===== config.mk =====
export PLATFORM = sky130hd
export DESIGN_NAME = single_precision_fp_unit
export DESIGN_NICKNAME = d
export VERILOG_FILES = /design/src/hw/fpu_pkg.sv /design/src/hw/fp_mant_divider.sv /design/src/hw/single_precision_fp_unit.sv
export SDC_FILE = /design/constraint.sdc
export NUM_CORES = 2
export LEC_CHECK = 0
export BUFFER_PORTS_ARGS = -buffer_cell sky130_fd_sc_hd__buf_2
export CAP_MARGIN = 20
export CORE_ASPECT_RATIO = 1.4
export CORE_MARGIN = 5
export CORE_UTILIZATION = 55
export CTS_BUF_LIST = sky130_fd_sc_hd__clkbuf_16
export CTS_CLUSTER_DIAMETER = 200
export DETAILED_ROUTE_END_ITERATION = 8
export GPL_TIMING_DRIVEN = 0
export PLACE_DENSITY = 0.72
export SLEW_MARGIN = 20
export SYNTH_ARGS = -nofsm -noshare
export SYNTH_HDL_FRONTEND = slang
export SYNTH_SLANG_ARGS = --single-unit

===== constraint.sdc =====
create_clock -name core_clk -period 40.9 [get_ports core_clk]
set_input_delay 8.18 -clock core_clk [delete_from_list [all_inputs] [get_ports core_clk]]
set_output_delay 8.18 -clock core_clk [all_outputs]
set_load 0.005 [all_outputs]

===== src/hw/fpu_pkg.sv =====
// constants shared by the floating point unit and its divider
`default_nettype none
package fpu_pkg;
  // ********
  // register map, byte addresses on the 32-bit slave
  // ********
  localparam logic [3:0] ADDR_EXC_ENABLE = 4'h0; // trap enable per flag
  localparam logic [3:0] ADDR_FLOAT_STATUS = 4'h4; // sticky, read clears
  localparam logic [3:0] ADDR_IRQ_MASK = 4'h8; // interrupt mask
  localparam logic [4:0] EXC_ENABLE_RST = 5'h00;
  localparam logic [4:0] FLOAT_STATUS_RST = 5'h00;
  localparam logic [4:0] IRQ_MASK_RST = 5'h00;
  localparam int BUSY_BIT = 8; // read-only busy bit in status word
  // ********
  // flag positions, same layout in all three registers
  // ********
  localparam int FLG_DENORM = 0;
  localparam int FLG_INVALID = 1;
  localparam int FLG_DIVZERO = 2;
  localparam int FLG_OVERFLOW = 3;
  localparam int FLG_UNDERFLOW = 4;
  // ********
  // operation codes on the issue port
  // ********
  localparam logic [3:0] OP_ADD = 4'h0;
  localparam logic [3:0] OP_SUB = 4'h1;
  localparam logic [3:0] OP_MUL = 4'h2;
  localparam logic [3:0] OP_DIV = 4'h3;
  localparam logic [3:0] OP_FP_CMP_LESS = 4'h4;
  localparam logic [3:0] OP_FP_CMP_EQUAL = 4'h5;
  localparam logic [3:0] OP_FP_CMP_LESS_EQUAL = 4'h6;
  localparam logic [3:0] OP_FP_CMP_GREATER = 4'h7;
  localparam logic [3:0] OP_FP_CMP_NOT_EQUAL = 4'h8;
  localparam logic [3:0] OP_FP_CMP_GREATER_EQUAL = 4'h9;
  localparam logic [3:0] OP_FP_CMP_UNORDERED = 4'ha;
  // ********
  // number formats and counts
  // ********
  localparam logic [31:0] CANON_NAN = 32'hffc00000;
  localparam logic signed [9:0] EXP_BIAS = 10'sh07f;
  localparam logic signed [9:0] EXP_MAX = 10'sh0ff;
  localparam logic [4:0] DIV_STEPS = 5'h1b; // quotient bits produced
endpackage
`default_nettype wire


===== src/hw/fp_mant_divider.sv =====
// iterative restoring divider for 24-bit mantissas, one bit per cycle
`default_nettype none
module fp_mant_divider (
  input wire logic core_clk,
  input wire logic resetn,
  input wire logic start,
  input wire logic [23:0] dividend,
  input wire logic [23:0] divisor,
  output logic done,
  output logic [26:0] quotient,
  output logic sticky
);
  // ********
  // iteration state
  // ********
  logic [24:0] rem_q, rem_d; // partial remainder, below 2*divisor
  logic [26:0] quo_q, quo_d; // quotient bits, msb first
  logic [4:0] cnt_q, cnt_d; // steps still to run
  logic done_q, done_d;
  logic [25:0] diff; // trial subtraction, bit 25 is the borrow

  // next values: one trial subtraction per cycle
  always_comb begin
    rem_d = rem_q;
    quo_d = quo_q;
    cnt_d = cnt_q;
    done_d = 1'b0;
    diff = {1'b0, rem_q} - {2'h0, divisor};
    if (start) begin
      // dividend and divisor both carry the hidden one [RQ3]
      rem_d = {1'b0, dividend};
      quo_d = 27'h0;
      cnt_d = fpu_pkg::DIV_STEPS;
    end else if (cnt_q != 5'h0) begin
      if (!diff[25]) begin
        // remainder covers the divisor: quotient bit is one
        rem_d = {diff[23:0], 1'b0};
        quo_d = {quo_q[25:0], 1'b1};
      end else begin
        rem_d = {rem_q[23:0], 1'b0};
        quo_d = {quo_q[25:0], 1'b0};
      end
      cnt_d = cnt_q - 5'h1;
      done_d = (cnt_q == 5'h1);
    end
  end

  // registers only
  always_ff @(posedge core_clk or negedge resetn) begin
    if (!resetn) begin
      rem_q <= 25'h0;
      quo_q <= 27'h0;
      cnt_q <= 5'h0;
      done_q <= 1'b0;
    end else begin
      rem_q <= rem_d;
      quo_q <= quo_d;
      cnt_q <= cnt_d;
      done_q <= done_d;
    end
  end

  assign done = done_q;
  assign quotient = quo_q;
  // any remainder left is below the last quotient bit: it feeds rounding
  assign sticky = (rem_q != 25'h0);
endmodule
`default_nettype wire


===== src/hw/single_precision_fp_unit.sv =====
// single precision floating point execution unit with register slave
//
// Functional notes
// RQ1 - round to nearest, ties to even
// RQ2 - operands from and results to general registers
// RQ3 - add, subtract, multiply and divide
// RQ4 - six ordered compares plus unordered compare
// RQ5 - enabled flags trap through processor exception path
// RQ6 - trapped operation never writes destination register
// RQ7 - denormal operand gives quiet NaN, sets flag
// RQ8 - denormal result flushed to signed zero, underflow
// RQ9 - any NaN operand returns fixed canonical NaN
// RQ10 - overflow returns signed infinity even when trapped
// RQ11 - compare writes one when true, else zero
//
// The Avalon-MM register port and the address map were chosen for this implementation.
`default_nettype none
module single_precision_fp_unit (
  input wire logic core_clk,
  input wire logic resetn,
  input wire logic [3:0] address,
  input wire logic read,
  input wire logic write,
  input wire logic [31:0] writedata,
  output logic [31:0] readdata,
  output logic waitrequest,
  output logic irq,
  input wire logic issue_valid,
  input wire logic [3:0] issue_op,
  input wire logic [31:0] issue_a,
  input wire logic [31:0] issue_b,
  input wire logic [4:0] issue_rd,
  output logic issue_ready,
  output logic wb_valid,
  output logic [4:0] wb_rd,
  output logic [31:0] wb_data,
  output logic exc_valid,
  output logic [4:0] exc_cause
);
  // ********
  // helper functions
  // ********
  // round a normalised 27-bit mantissa (hidden, 23 frac, g, r, s) [RQ1]
  function automatic logic [33:0] round_pack(input logic s,
      input logic signed [9:0] e, input logic [26:0] m);
    logic up;
    logic [24:0] r;
    logic signed [9:0] e2;
    up = m[2] & (m[3] | m[1] | m[0]); // tie goes to even lsb [RQ1]
    r = {1'b0, m[26:3]} + {24'h0, up};
    e2 = r[24] ? e + 10'sh001 : e;
    if (e2 >= fpu_pkg::EXP_MAX) begin
      return {2'b01, s, 8'hff, 23'h0}; // signed infinity, overflow [RQ10]
    end else if (e2 <= 10'sh000) begin
      return {2'b10, s, 31'h0}; // flush to signed zero, underflow [RQ8]
    end
    return {2'b00, s, e2[7:0], r[24] ? r[23:1] : r[22:0]};
  endfunction

  // align shift that folds lost bits into the sticky lsb
  function automatic logic [26:0] shr_sticky(input logic [26:0] m,
      input logic [7:0] d);
    logic [26:0] lost;
    lost = 27'h0;
    if (d >= 8'h1b) begin
      return {26'h0, |m};
    end
    lost = m & ~(27'h7ffffff << d);
    return (m >> d) | {26'h0, |lost};
  endfunction

  // count leading zeros for renormalising after cancellation
  function automatic logic [4:0] lzc27(input logic [26:0] v);
    logic [4:0] n;
    logic hit;
    n = 5'h0;
    hit = 1'b0;
    for (int i = 26; i >= 0; i--) begin
      if (!hit && !v[i]) begin
        n = n + 5'h1;
      end else begin
        hit = 1'b1;
      end
    end
    return n;
  endfunction

  // map to an unsigned key whose order is the numeric order
  function automatic logic [31:0] order_key(input logic [31:0] v);
    if (v[30:0] == 31'h0) begin
      return 32'h80000000; // both zeros compare equal
    end
    return v[31] ? ~v : {1'b1, v[30:0]};
  endfunction

  // ********
  // operation sequencing
  // ********
  typedef enum logic [1:0] {ST_IDLE, ST_EXEC, ST_DIV} state_t;
  state_t st_q, st_d;
  logic [31:0] a_q, a_d, b_q, b_d; // latched register operands [RQ2]
  logic [3:0] op_q, op_d;
  logic [4:0] rd_q, rd_d;
  logic wb_valid_q, wb_valid_d, exc_valid_q, exc_valid_d;
  logic [4:0] wb_rd_q, wb_rd_d, exc_cause_q, exc_cause_d;
  logic [31:0] wb_data_q, wb_data_d;
  logic ready_q, ready_d;
  logic [4:0] exc_en_q, exc_en_d; // trap enables
  logic [4:0] float_status_q, float_status_d; // sticky flags
  logic [4:0] irq_mask_q, irq_mask_d;
  logic [31:0] readdata_q, readdata_d;
  logic wait_q, wait_d, irq_q, irq_d;

  // operand classes
  logic a_nan, b_nan, a_snan, b_snan, a_inf, b_inf, a_zero, b_zero;
  logic a_den, b_den, b_sign_eff, is_cmp;
  // special-case result
  logic spec_hit;
  logic [31:0] spec_res;
  logic [4:0] spec_flg;
  // add datapath
  logic ax_s, ay_s;
  logic [7:0] ax_e, ay_e;
  logic [26:0] ax_m, ay_m, ay_sh, anorm;
  logic [27:0] asum;
  logic [4:0] alz;
  logic signed [9:0] aexp;
  logic [33:0] add_pk;
  // multiply and divide datapath
  logic [47:0] mprod;
  logic signed [9:0] mexp, dexp;
  logic [33:0] mul_pk, div_pk;
  logic div_start, div_done, div_sticky;
  logic [26:0] div_quo;
  // compare
  logic unord, c_lt, c_eq, c_true;
  // finishing mux
  logic fin;
  logic [31:0] fin_res;
  logic [4:0] fin_flg;

  // operand classification and the IEEE special cases
  always_comb begin
    a_nan = (a_q[30:23] == 8'hff) && (a_q[22:0] != 23'h0);
    b_nan = (b_q[30:23] == 8'hff) && (b_q[22:0] != 23'h0);
    a_snan = a_nan && !a_q[22];
    b_snan = b_nan && !b_q[22];
    a_inf = (a_q[30:23] == 8'hff) && (a_q[22:0] == 23'h0);
    b_inf = (b_q[30:23] == 8'hff) && (b_q[22:0] == 23'h0);
    a_zero = (a_q[30:0] == 31'h0);
    b_zero = (b_q[30:0] == 31'h0);
    a_den = (a_q[30:23] == 8'h00) && !a_zero;
    b_den = (b_q[30:23] == 8'h00) && !b_zero;
    b_sign_eff = b_q[31] ^ (op_q == fpu_pkg::OP_SUB);
    is_cmp = (op_q >= fpu_pkg::OP_FP_CMP_LESS);
    spec_hit = 1'b1;
    spec_res = fpu_pkg::CANON_NAN;
    spec_flg = 5'h0;
    if (a_den || b_den) begin
      spec_flg[fpu_pkg::FLG_DENORM] = 1'b1; // [RQ7]
    end else if (a_nan || b_nan) begin
      // never propagate an input payload [RQ9]
      spec_flg[fpu_pkg::FLG_INVALID] = a_snan || b_snan;
    end else if (op_q == fpu_pkg::OP_MUL) begin
      if ((a_inf && b_zero) || (a_zero && b_inf)) begin
        spec_flg[fpu_pkg::FLG_INVALID] = 1'b1;
      end else if (a_inf || b_inf) begin
        spec_res = {a_q[31] ^ b_q[31], 8'hff, 23'h0};
      end else if (a_zero || b_zero) begin
        spec_res = {a_q[31] ^ b_q[31], 31'h0};
      end else begin
        spec_hit = 1'b0;
      end
    end else if (op_q == fpu_pkg::OP_DIV) begin
      if ((a_zero && b_zero) || (a_inf && b_inf)) begin
        spec_flg[fpu_pkg::FLG_INVALID] = 1'b1;
      end else if (a_inf || b_zero) begin
        spec_res = {a_q[31] ^ b_q[31], 8'hff, 23'h0};
        spec_flg[fpu_pkg::FLG_DIVZERO] = b_zero;
      end else if (a_zero || b_inf) begin
        spec_res = {a_q[31] ^ b_q[31], 31'h0};
      end else begin
        spec_hit = 1'b0;
      end
    end else if (a_inf && b_inf && (a_q[31] != b_sign_eff)) begin
      spec_flg[fpu_pkg::FLG_INVALID] = 1'b1; // inf minus inf
    end else if (a_inf) begin
      spec_res = a_q;
    end else if (b_inf) begin
      spec_res = {b_sign_eff, b_q[30:0]};
    end else begin
      spec_hit = 1'b0;
    end
  end

  // add and subtract: align, add, renormalise, round [RQ3]
  always_comb begin
    if (a_q[30:0] >= b_q[30:0]) begin
      {ax_s, ax_e, ay_s, ay_e} = {a_q[31:23], b_sign_eff, b_q[30:23]};
      ax_m = {|a_q[30:23], a_q[22:0], 3'h0};
      ay_m = {|b_q[30:23], b_q[22:0], 3'h0};
    end else begin
      {ax_s, ax_e, ay_s, ay_e} = {b_sign_eff, b_q[30:23], a_q[31:23]};
      ax_m = {|b_q[30:23], b_q[22:0], 3'h0};
      ay_m = {|a_q[30:23], a_q[22:0], 3'h0};
    end
    ay_sh = shr_sticky(ay_m, ax_e - ay_e);
    if (ax_s ^ ay_s) begin
      asum = {1'b0, ax_m} - {1'b0, ay_sh};
    end else begin
      asum = {1'b0, ax_m} + {1'b0, ay_sh};
    end
    alz = lzc27(asum[26:0]);
    if (asum[27]) begin
      anorm = {asum[27:2], |asum[1:0]};
      aexp = $signed({2'b00, ax_e}) + 10'sh001;
    end else begin
      anorm = asum[26:0] << alz;
      aexp = $signed({2'b00, ax_e}) - $signed({5'h0, alz});
    end
    add_pk = round_pack(ax_s, aexp, anorm);
    if (asum == 28'h0) begin
      // exact cancellation gives +0; two like-signed zeros keep sign
      add_pk = {2'b00, ax_s & ay_s, 31'h0};
    end
  end

  // multiply and the exponent side of divide [RQ3]
  always_comb begin
    mprod = {1'b1, a_q[22:0]} * {1'b1, b_q[22:0]};
    mexp = $signed({2'b00, a_q[30:23]}) + $signed({2'b00, b_q[30:23]})
        - fpu_pkg::EXP_BIAS;
    if (mprod[47]) begin
      mul_pk = round_pack(a_q[31] ^ b_q[31], mexp + 10'sh001,
          {mprod[47:22], |mprod[21:0]});
    end else begin
      mul_pk = round_pack(a_q[31] ^ b_q[31], mexp,
          {mprod[46:21], |mprod[20:0]});
    end
    dexp = $signed({2'b00, a_q[30:23]}) - $signed({2'b00, b_q[30:23]})
        + fpu_pkg::EXP_BIAS;
    if (div_quo[26]) begin
      div_pk = round_pack(a_q[31] ^ b_q[31], dexp,
          {div_quo[26:1], div_quo[0] | div_sticky});
    end else begin
      div_pk = round_pack(a_q[31] ^ b_q[31], dexp - 10'sh001,
          {div_quo[25:0], div_sticky});
    end
  end

  // comparisons: integer one or zero to the destination [RQ4]
  always_comb begin
    unord = a_nan || b_nan;
    c_lt = order_key(a_q) < order_key(b_q);
    c_eq = order_key(a_q) == order_key(b_q);
    unique case (op_q)
      fpu_pkg::OP_FP_CMP_LESS: c_true = !unord && c_lt;
      fpu_pkg::OP_FP_CMP_EQUAL: c_true = !unord && c_eq;
      fpu_pkg::OP_FP_CMP_LESS_EQUAL: c_true = !unord && (c_lt || c_eq);
      fpu_pkg::OP_FP_CMP_GREATER: c_true = !unord && !c_lt && !c_eq;
      fpu_pkg::OP_FP_CMP_NOT_EQUAL: c_true = !unord && !c_eq;
      fpu_pkg::OP_FP_CMP_GREATER_EQUAL: c_true = !unord && !c_lt;
      fpu_pkg::OP_FP_CMP_UNORDERED: c_true = unord; // [RQ11]
      default: c_true = 1'b0; // arithmetic codes and codes above 0xa land here; arithmetic results ignore c_true
    endcase
  end

  fp_mant_divider u_div (
    .core_clk(core_clk),
    .resetn(resetn),
    .start(div_start),
    .dividend({1'b1, a_q[22:0]}),
    .divisor({1'b1, b_q[22:0]}),
    .done(div_done),
    .quotient(div_quo),
    .sticky(div_sticky)
  );

  // issue, execute and write back
  always_comb begin
    st_d = st_q;
    {a_d, b_d, op_d, rd_d} = {a_q, b_q, op_q, rd_q};
    ready_d = ready_q;
    div_start = 1'b0;
    fin = 1'b0;
    fin_res = 32'h0;
    fin_flg = 5'h0;
    if (is_cmp) begin
      // a denormal compare reports its flag and answers false
      fin_res = {31'h0, c_true && !(a_den || b_den)}; // [RQ11]
      fin_flg[fpu_pkg::FLG_DENORM] = a_den || b_den;
    end else if (spec_hit) begin
      fin_res = spec_res;
      fin_flg = spec_flg;
    end else begin
      unique case (op_q)
        fpu_pkg::OP_MUL: {fin_flg[4:3], fin_res} = mul_pk;
        fpu_pkg::OP_DIV: {fin_flg[4:3], fin_res} = div_pk;
        default: {fin_flg[4:3], fin_res} = add_pk;
      endcase
    end
    unique case (st_q)
      ST_IDLE: begin
        if (issue_valid) begin
          // sources come straight from the general registers [RQ2]
          {a_d, b_d, op_d, rd_d} = {issue_a, issue_b, issue_op, issue_rd};
          ready_d = 1'b0;
          st_d = ST_EXEC;
        end
      end
      ST_EXEC: begin
        if (op_q == fpu_pkg::OP_DIV && !spec_hit) begin
          div_start = 1'b1;
          st_d = ST_DIV;
        end else begin
          fin = 1'b1;
        end
      end
      ST_DIV: fin = div_done;
    endcase
    if (fin) begin
      st_d = ST_IDLE;
      ready_d = 1'b1;
    end
    wb_rd_d = fin ? rd_q : wb_rd_q;
    wb_data_d = fin ? fin_res : wb_data_q; // inf kept even when trapped
    exc_cause_d = fin ? (fin_flg & exc_en_q) : exc_cause_q;
    exc_valid_d = fin && ((fin_flg & exc_en_q) != 5'h0); // [RQ5]
    wb_valid_d = fin && ((fin_flg & exc_en_q) == 5'h0); // [RQ6]
  end

  // ********
  // register slave with interrupt
  // ********

  // one wait cycle per access; data is ready when waitrequest drops
  always_comb begin
    exc_en_d = exc_en_q;
    irq_mask_d = irq_mask_q;
    float_status_d = float_status_q;
    readdata_d = readdata_q;
    wait_d = !((read || write) && wait_q);
    if (read && wait_q) begin
      unique case (address)
        fpu_pkg::ADDR_EXC_ENABLE: readdata_d = {27'h0, exc_en_q};
        fpu_pkg::ADDR_FLOAT_STATUS: begin
          readdata_d = {27'h0, float_status_q};
          readdata_d[fpu_pkg::BUSY_BIT] = !ready_q;
        end
        fpu_pkg::ADDR_IRQ_MASK: readdata_d = {27'h0, irq_mask_q};
        default: readdata_d = 32'h0; // unmapped reads as zero
      endcase
    end
    if (write && !wait_q) begin
      if (address == fpu_pkg::ADDR_EXC_ENABLE) begin
        exc_en_d = writedata[4:0];
      end
      if (address == fpu_pkg::ADDR_IRQ_MASK) begin
        irq_mask_d = writedata[4:0];
      end
    end
    // read clears, but a flag raised in the same cycle survives
    if (read && !wait_q && address == fpu_pkg::ADDR_FLOAT_STATUS) begin
      float_status_d = 5'h0;
    end
    if (fin) begin
      float_status_d = float_status_d | fin_flg; // [RQ7] [RQ8]
    end
    irq_d = (float_status_d & irq_mask_d) != 5'h0;
  end

  // all state registers
  always_ff @(posedge core_clk or negedge resetn) begin
    if (!resetn) begin
      st_q <= ST_IDLE;
      {a_q, b_q, op_q, rd_q} <= 73'h0;
      ready_q <= 1'b1;
      wb_valid_q <= 1'b0;
      wb_rd_q <= 5'h0;
      wb_data_q <= 32'h0;
      exc_valid_q <= 1'b0;
      exc_cause_q <= 5'h0;
      exc_en_q <= fpu_pkg::EXC_ENABLE_RST;
      float_status_q <= fpu_pkg::FLOAT_STATUS_RST;
      irq_mask_q <= fpu_pkg::IRQ_MASK_RST;
      readdata_q <= 32'h0;
      wait_q <= 1'b1;
      irq_q <= 1'b0;
    end else begin
      st_q <= st_d;
      {a_q, b_q, op_q, rd_q} <= {a_d, b_d, op_d, rd_d};
      ready_q <= ready_d;
      wb_valid_q <= wb_valid_d;
      wb_rd_q <= wb_rd_d;
      wb_data_q <= wb_data_d;
      exc_valid_q <= exc_valid_d;
      exc_cause_q <= exc_cause_d;
      exc_en_q <= exc_en_d;
      float_status_q <= float_status_d;
      irq_mask_q <= irq_mask_d;
      readdata_q <= readdata_d;
      wait_q <= wait_d;
      irq_q <= irq_d;
    end
  end

  assign readdata = readdata_q;
  assign waitrequest = wait_q;
  assign irq = irq_q;
  assign issue_ready = ready_q;
  assign wb_valid = wb_valid_q;
  assign wb_rd = wb_rd_q;
  assign wb_data = wb_data_q;
  assign exc_valid = exc_valid_q;
  assign exc_cause = exc_cause_q;
endmodule
`default_nettype wire


==> results.md <==
* Fill count at 8,373
* First-pass GRT wire length at 305,900 um
* Post-synth top cells: 917 x nand2_1, 614 x inv_1, 486 x fa_1, 406 x nor2_1, 371 x ha_1
* Seq. cell area at 5032 um2
* Mapped Cells at 6,235
* Crit path largest cell delay at 0.96 ns
* IO Count at 193
* Layout cells sized above 1 at 6.764%
* Largest net degree at the start of global routing at 88
* Initial antenna violation count at 18
* H-Tree Level Count at 1
* F_max at 31.04 MHz
* RSZ-0062 raised after global routing: false
* Setup CP Type: register to register
* DRT Pass-1 Iters at 7
* Cell Rows at 128
* EDFF count, synth at 0
* Wire per inst at 27.39 um
* ANT nets after route at 0
* Hold Vio Cnt, Final at 0
* Multi-input gate area in the final layout at roughly 39,000 um2
* Clock skew at between 0.02 and 0.03 ns
* Setup Buffers After CTS at 0
* Resize count post-CTS at 0
* Sequential element share of the synthesized area at 10.42%
* Clock sinks at 201
* Clock Path Buffers at 3
* Most common cell in the netlist: nand2_1
* CP arrival at roughly 33 ns
* Share of the synthesized area in the top cell type at 20.15%
* Slew margin rel. at 12.10%
* Total Routed Length at between 200,000 and 250,000 um
* Launching point of the worst reg2reg path: b_q[22]
* CP endpoint kind: register
* Tcrit/Tclk final at 78.77%
* Hold Path Class: register to register
* Cell mode on critical path: ha_1
* Status: completed
* Clock Root Buffer: clkbuf_16
* Max FO, Critical Path at 10
* Layout Nets at between 7,000 and 8,000
* Synth area leader: fa_1
* Die Ht at approximately 360 um
* Slowest CP cell: nor4_1
* # hold bufs at CTS at 0
* Max_cap viols at 0
* Final setup vio count at 0
* Netlist cell types at 119
* Fin Setup TNS at 0 ns
* Detailed-route via count at 48,693
* Worst-Margin Slew at 1.318 ns
* Routability cong. at ~1.1
* Hold_sp: rd_q[1]
* Syn-to-layout area delta at 6.754%
* Fin. max-slew vios at 0
* Initial Util at 55.43%
* Core Region at slightly below 90,000 um2
* Clock period minus worst slack at 32.22 ns
* Vias in the first global route at 48,693
* Die X at between 200 and 300 um
* Synthesized flop and latch total at 201
* Utilization after layout at 59.18%
* Mapped Area at 48,300 um2
* DRC Markers at 0
* Die outline area at 93,920 um2
* Cts bufs inserted at 24
* Yosys warns at 0
* Clock-pin slew on the worst setup and hold paths at 0.07 ns
* DP Wirelength at 169,400 um
* Mean Syn Cell Area at 7.746 um2
* Total Routing Usage GR at 43.36%
* Critical path startpoint: b_q[22]
* CTS tree: done
* Share of flip-flops with an asynchronous set or reset at between 90% and 100%
* Via-per-instance ratio at around 6.4
* Flop2flop setup slack at about 8.7 ns
* Synth area leaders: fa_1 20%, dfrtp_1 10%, ha_1 9.6%
* Worst Path Required at 41.39 ns
* Iter 0 DRT Violations at ~5,300
* Startpoint types: register
* Grt ovf at 0
* Buffers on Ports at 137
* Clock latency on the worst-skew pair at 0.60 ns
* Primary FF master, synth: dfrtp_1
## per-layer routing
metal	global-route usage, %	vias to the layer above	wire, um
met5	0	-	26
met4	42.70	6	27720
met3	10.83	1205	20370
met2	69.52	2988	92970
met1	45.46	23184	67840
li1	-	21310	-
## critical path, delay by kind of cell (launching register included)
family,cells,cell delay (ns)
AOI/OAI and AO/OA,40,8.55
xor gates and xnor gates,3,0.81
adders and majority gates,23,7.30
buffers and inverters,13,4.52
DFF,1,0.57
muxes,13,2.66
and+or+nand+nor,37,7.64
## logic make-up after synthesis
logic type	after synthesis	synth area share [%]
AND/OR/NAND/NOR	2253	22.01
buffers and inverters	1030	8.329
flip-flops	201	10.42
other	1	0.007765
XOR/XNOR	395	7.492
AO/OA/AOI/OAI	1259	16.48
adder cells (fa/ha/maj)	861	29.84
multiplexers	235	5.415
## cell type report
type | count | share of cell area (%)
flip-flops and latches | 201 | 9.761
plain buffers | 410 | 3.305
clock inverters | 19 | 0.4150
repair buffers | 142 | 1.500
well taps | 1170 | 2.839
inverters | 620 | 4.514
multi-input cells | 5029 | 76.39
diodes | 12 | 0.05824
clock buffers | 25 | 1.213
## metrics by stage
step                      instance area, um2  instances  hold WS [ns]  worst slack (ns)
final                                  51560       7628        0.4659             8.683
after CTS                              51500       7616        0.4694             9.775
after detailed placement               50660       7572        0.4522             9.908
after global routing                   51540       7622        0.4961             7.038
after floorplan                        48390       6260        0.4331             16.21
after global placement                 50540       7567        0.4387             9.539
## final timing paths
path / to / cells after the start
worst max-delay path: wb_data[15] / 129
worst min-delay path: wb_rd[1] / 2
worst max register to register: wb_data[15] / 129
worst min register to register: wb_rd[1] / 2
max in group asynchronous: b_q[2] / 3
min in group asynchronous: u_div.quotient[9] / 1
## registers in the layout, summed over array words and instances (netlist names)
name	count
a_q	32
b_q	32
wb_data	32
u_div.quotient	27
u_div.rem_q	25
readdata	6
exc_cause	5
exc_en_q	5
float_status_q	5
irq_mask_q	5
rd_q	5
u_div.cnt_q	5
wb_rd	5
op_q	4
st_q	2
exc_valid	1
irq	1
issue_ready	1
u_div.done	1
waitrequest	1
wb_valid	1
## placed cells by master (no fill, tap or decap), types with 34 or more instances in the layout
master	netlist	layout
fa_1	486	486
clkbuf_1	319	312
dfrtp_1	199	199
o22ai_1	45	45
a21oi_1	349	349
inv_1	614	618
nor2_1	406	406
mux2_2	113	113
mux2i_1	111	111
nand2_1	917	917
and3_1	45	45
o211ai_1	70	70
a21o_1	72	72
a31oi_1	54	54
nor3_1	109	108
nand3_1	146	146
buf_1	41	41
and2_1	253	253
or3_1	34	34
nand2b_1	69	69
buf_2	16	152
xor2_1	158	156
nor4_1	47	46
o21ai_0	321	321
nand4_1	68	68
ha_1	371	371
xnor2_1	224	223
nor2b_1	50	50
a211oi_1	35	35
Power is not shown: default switching activity piles up to over one toggle a cycle in this logic, so the estimate is an artifact.
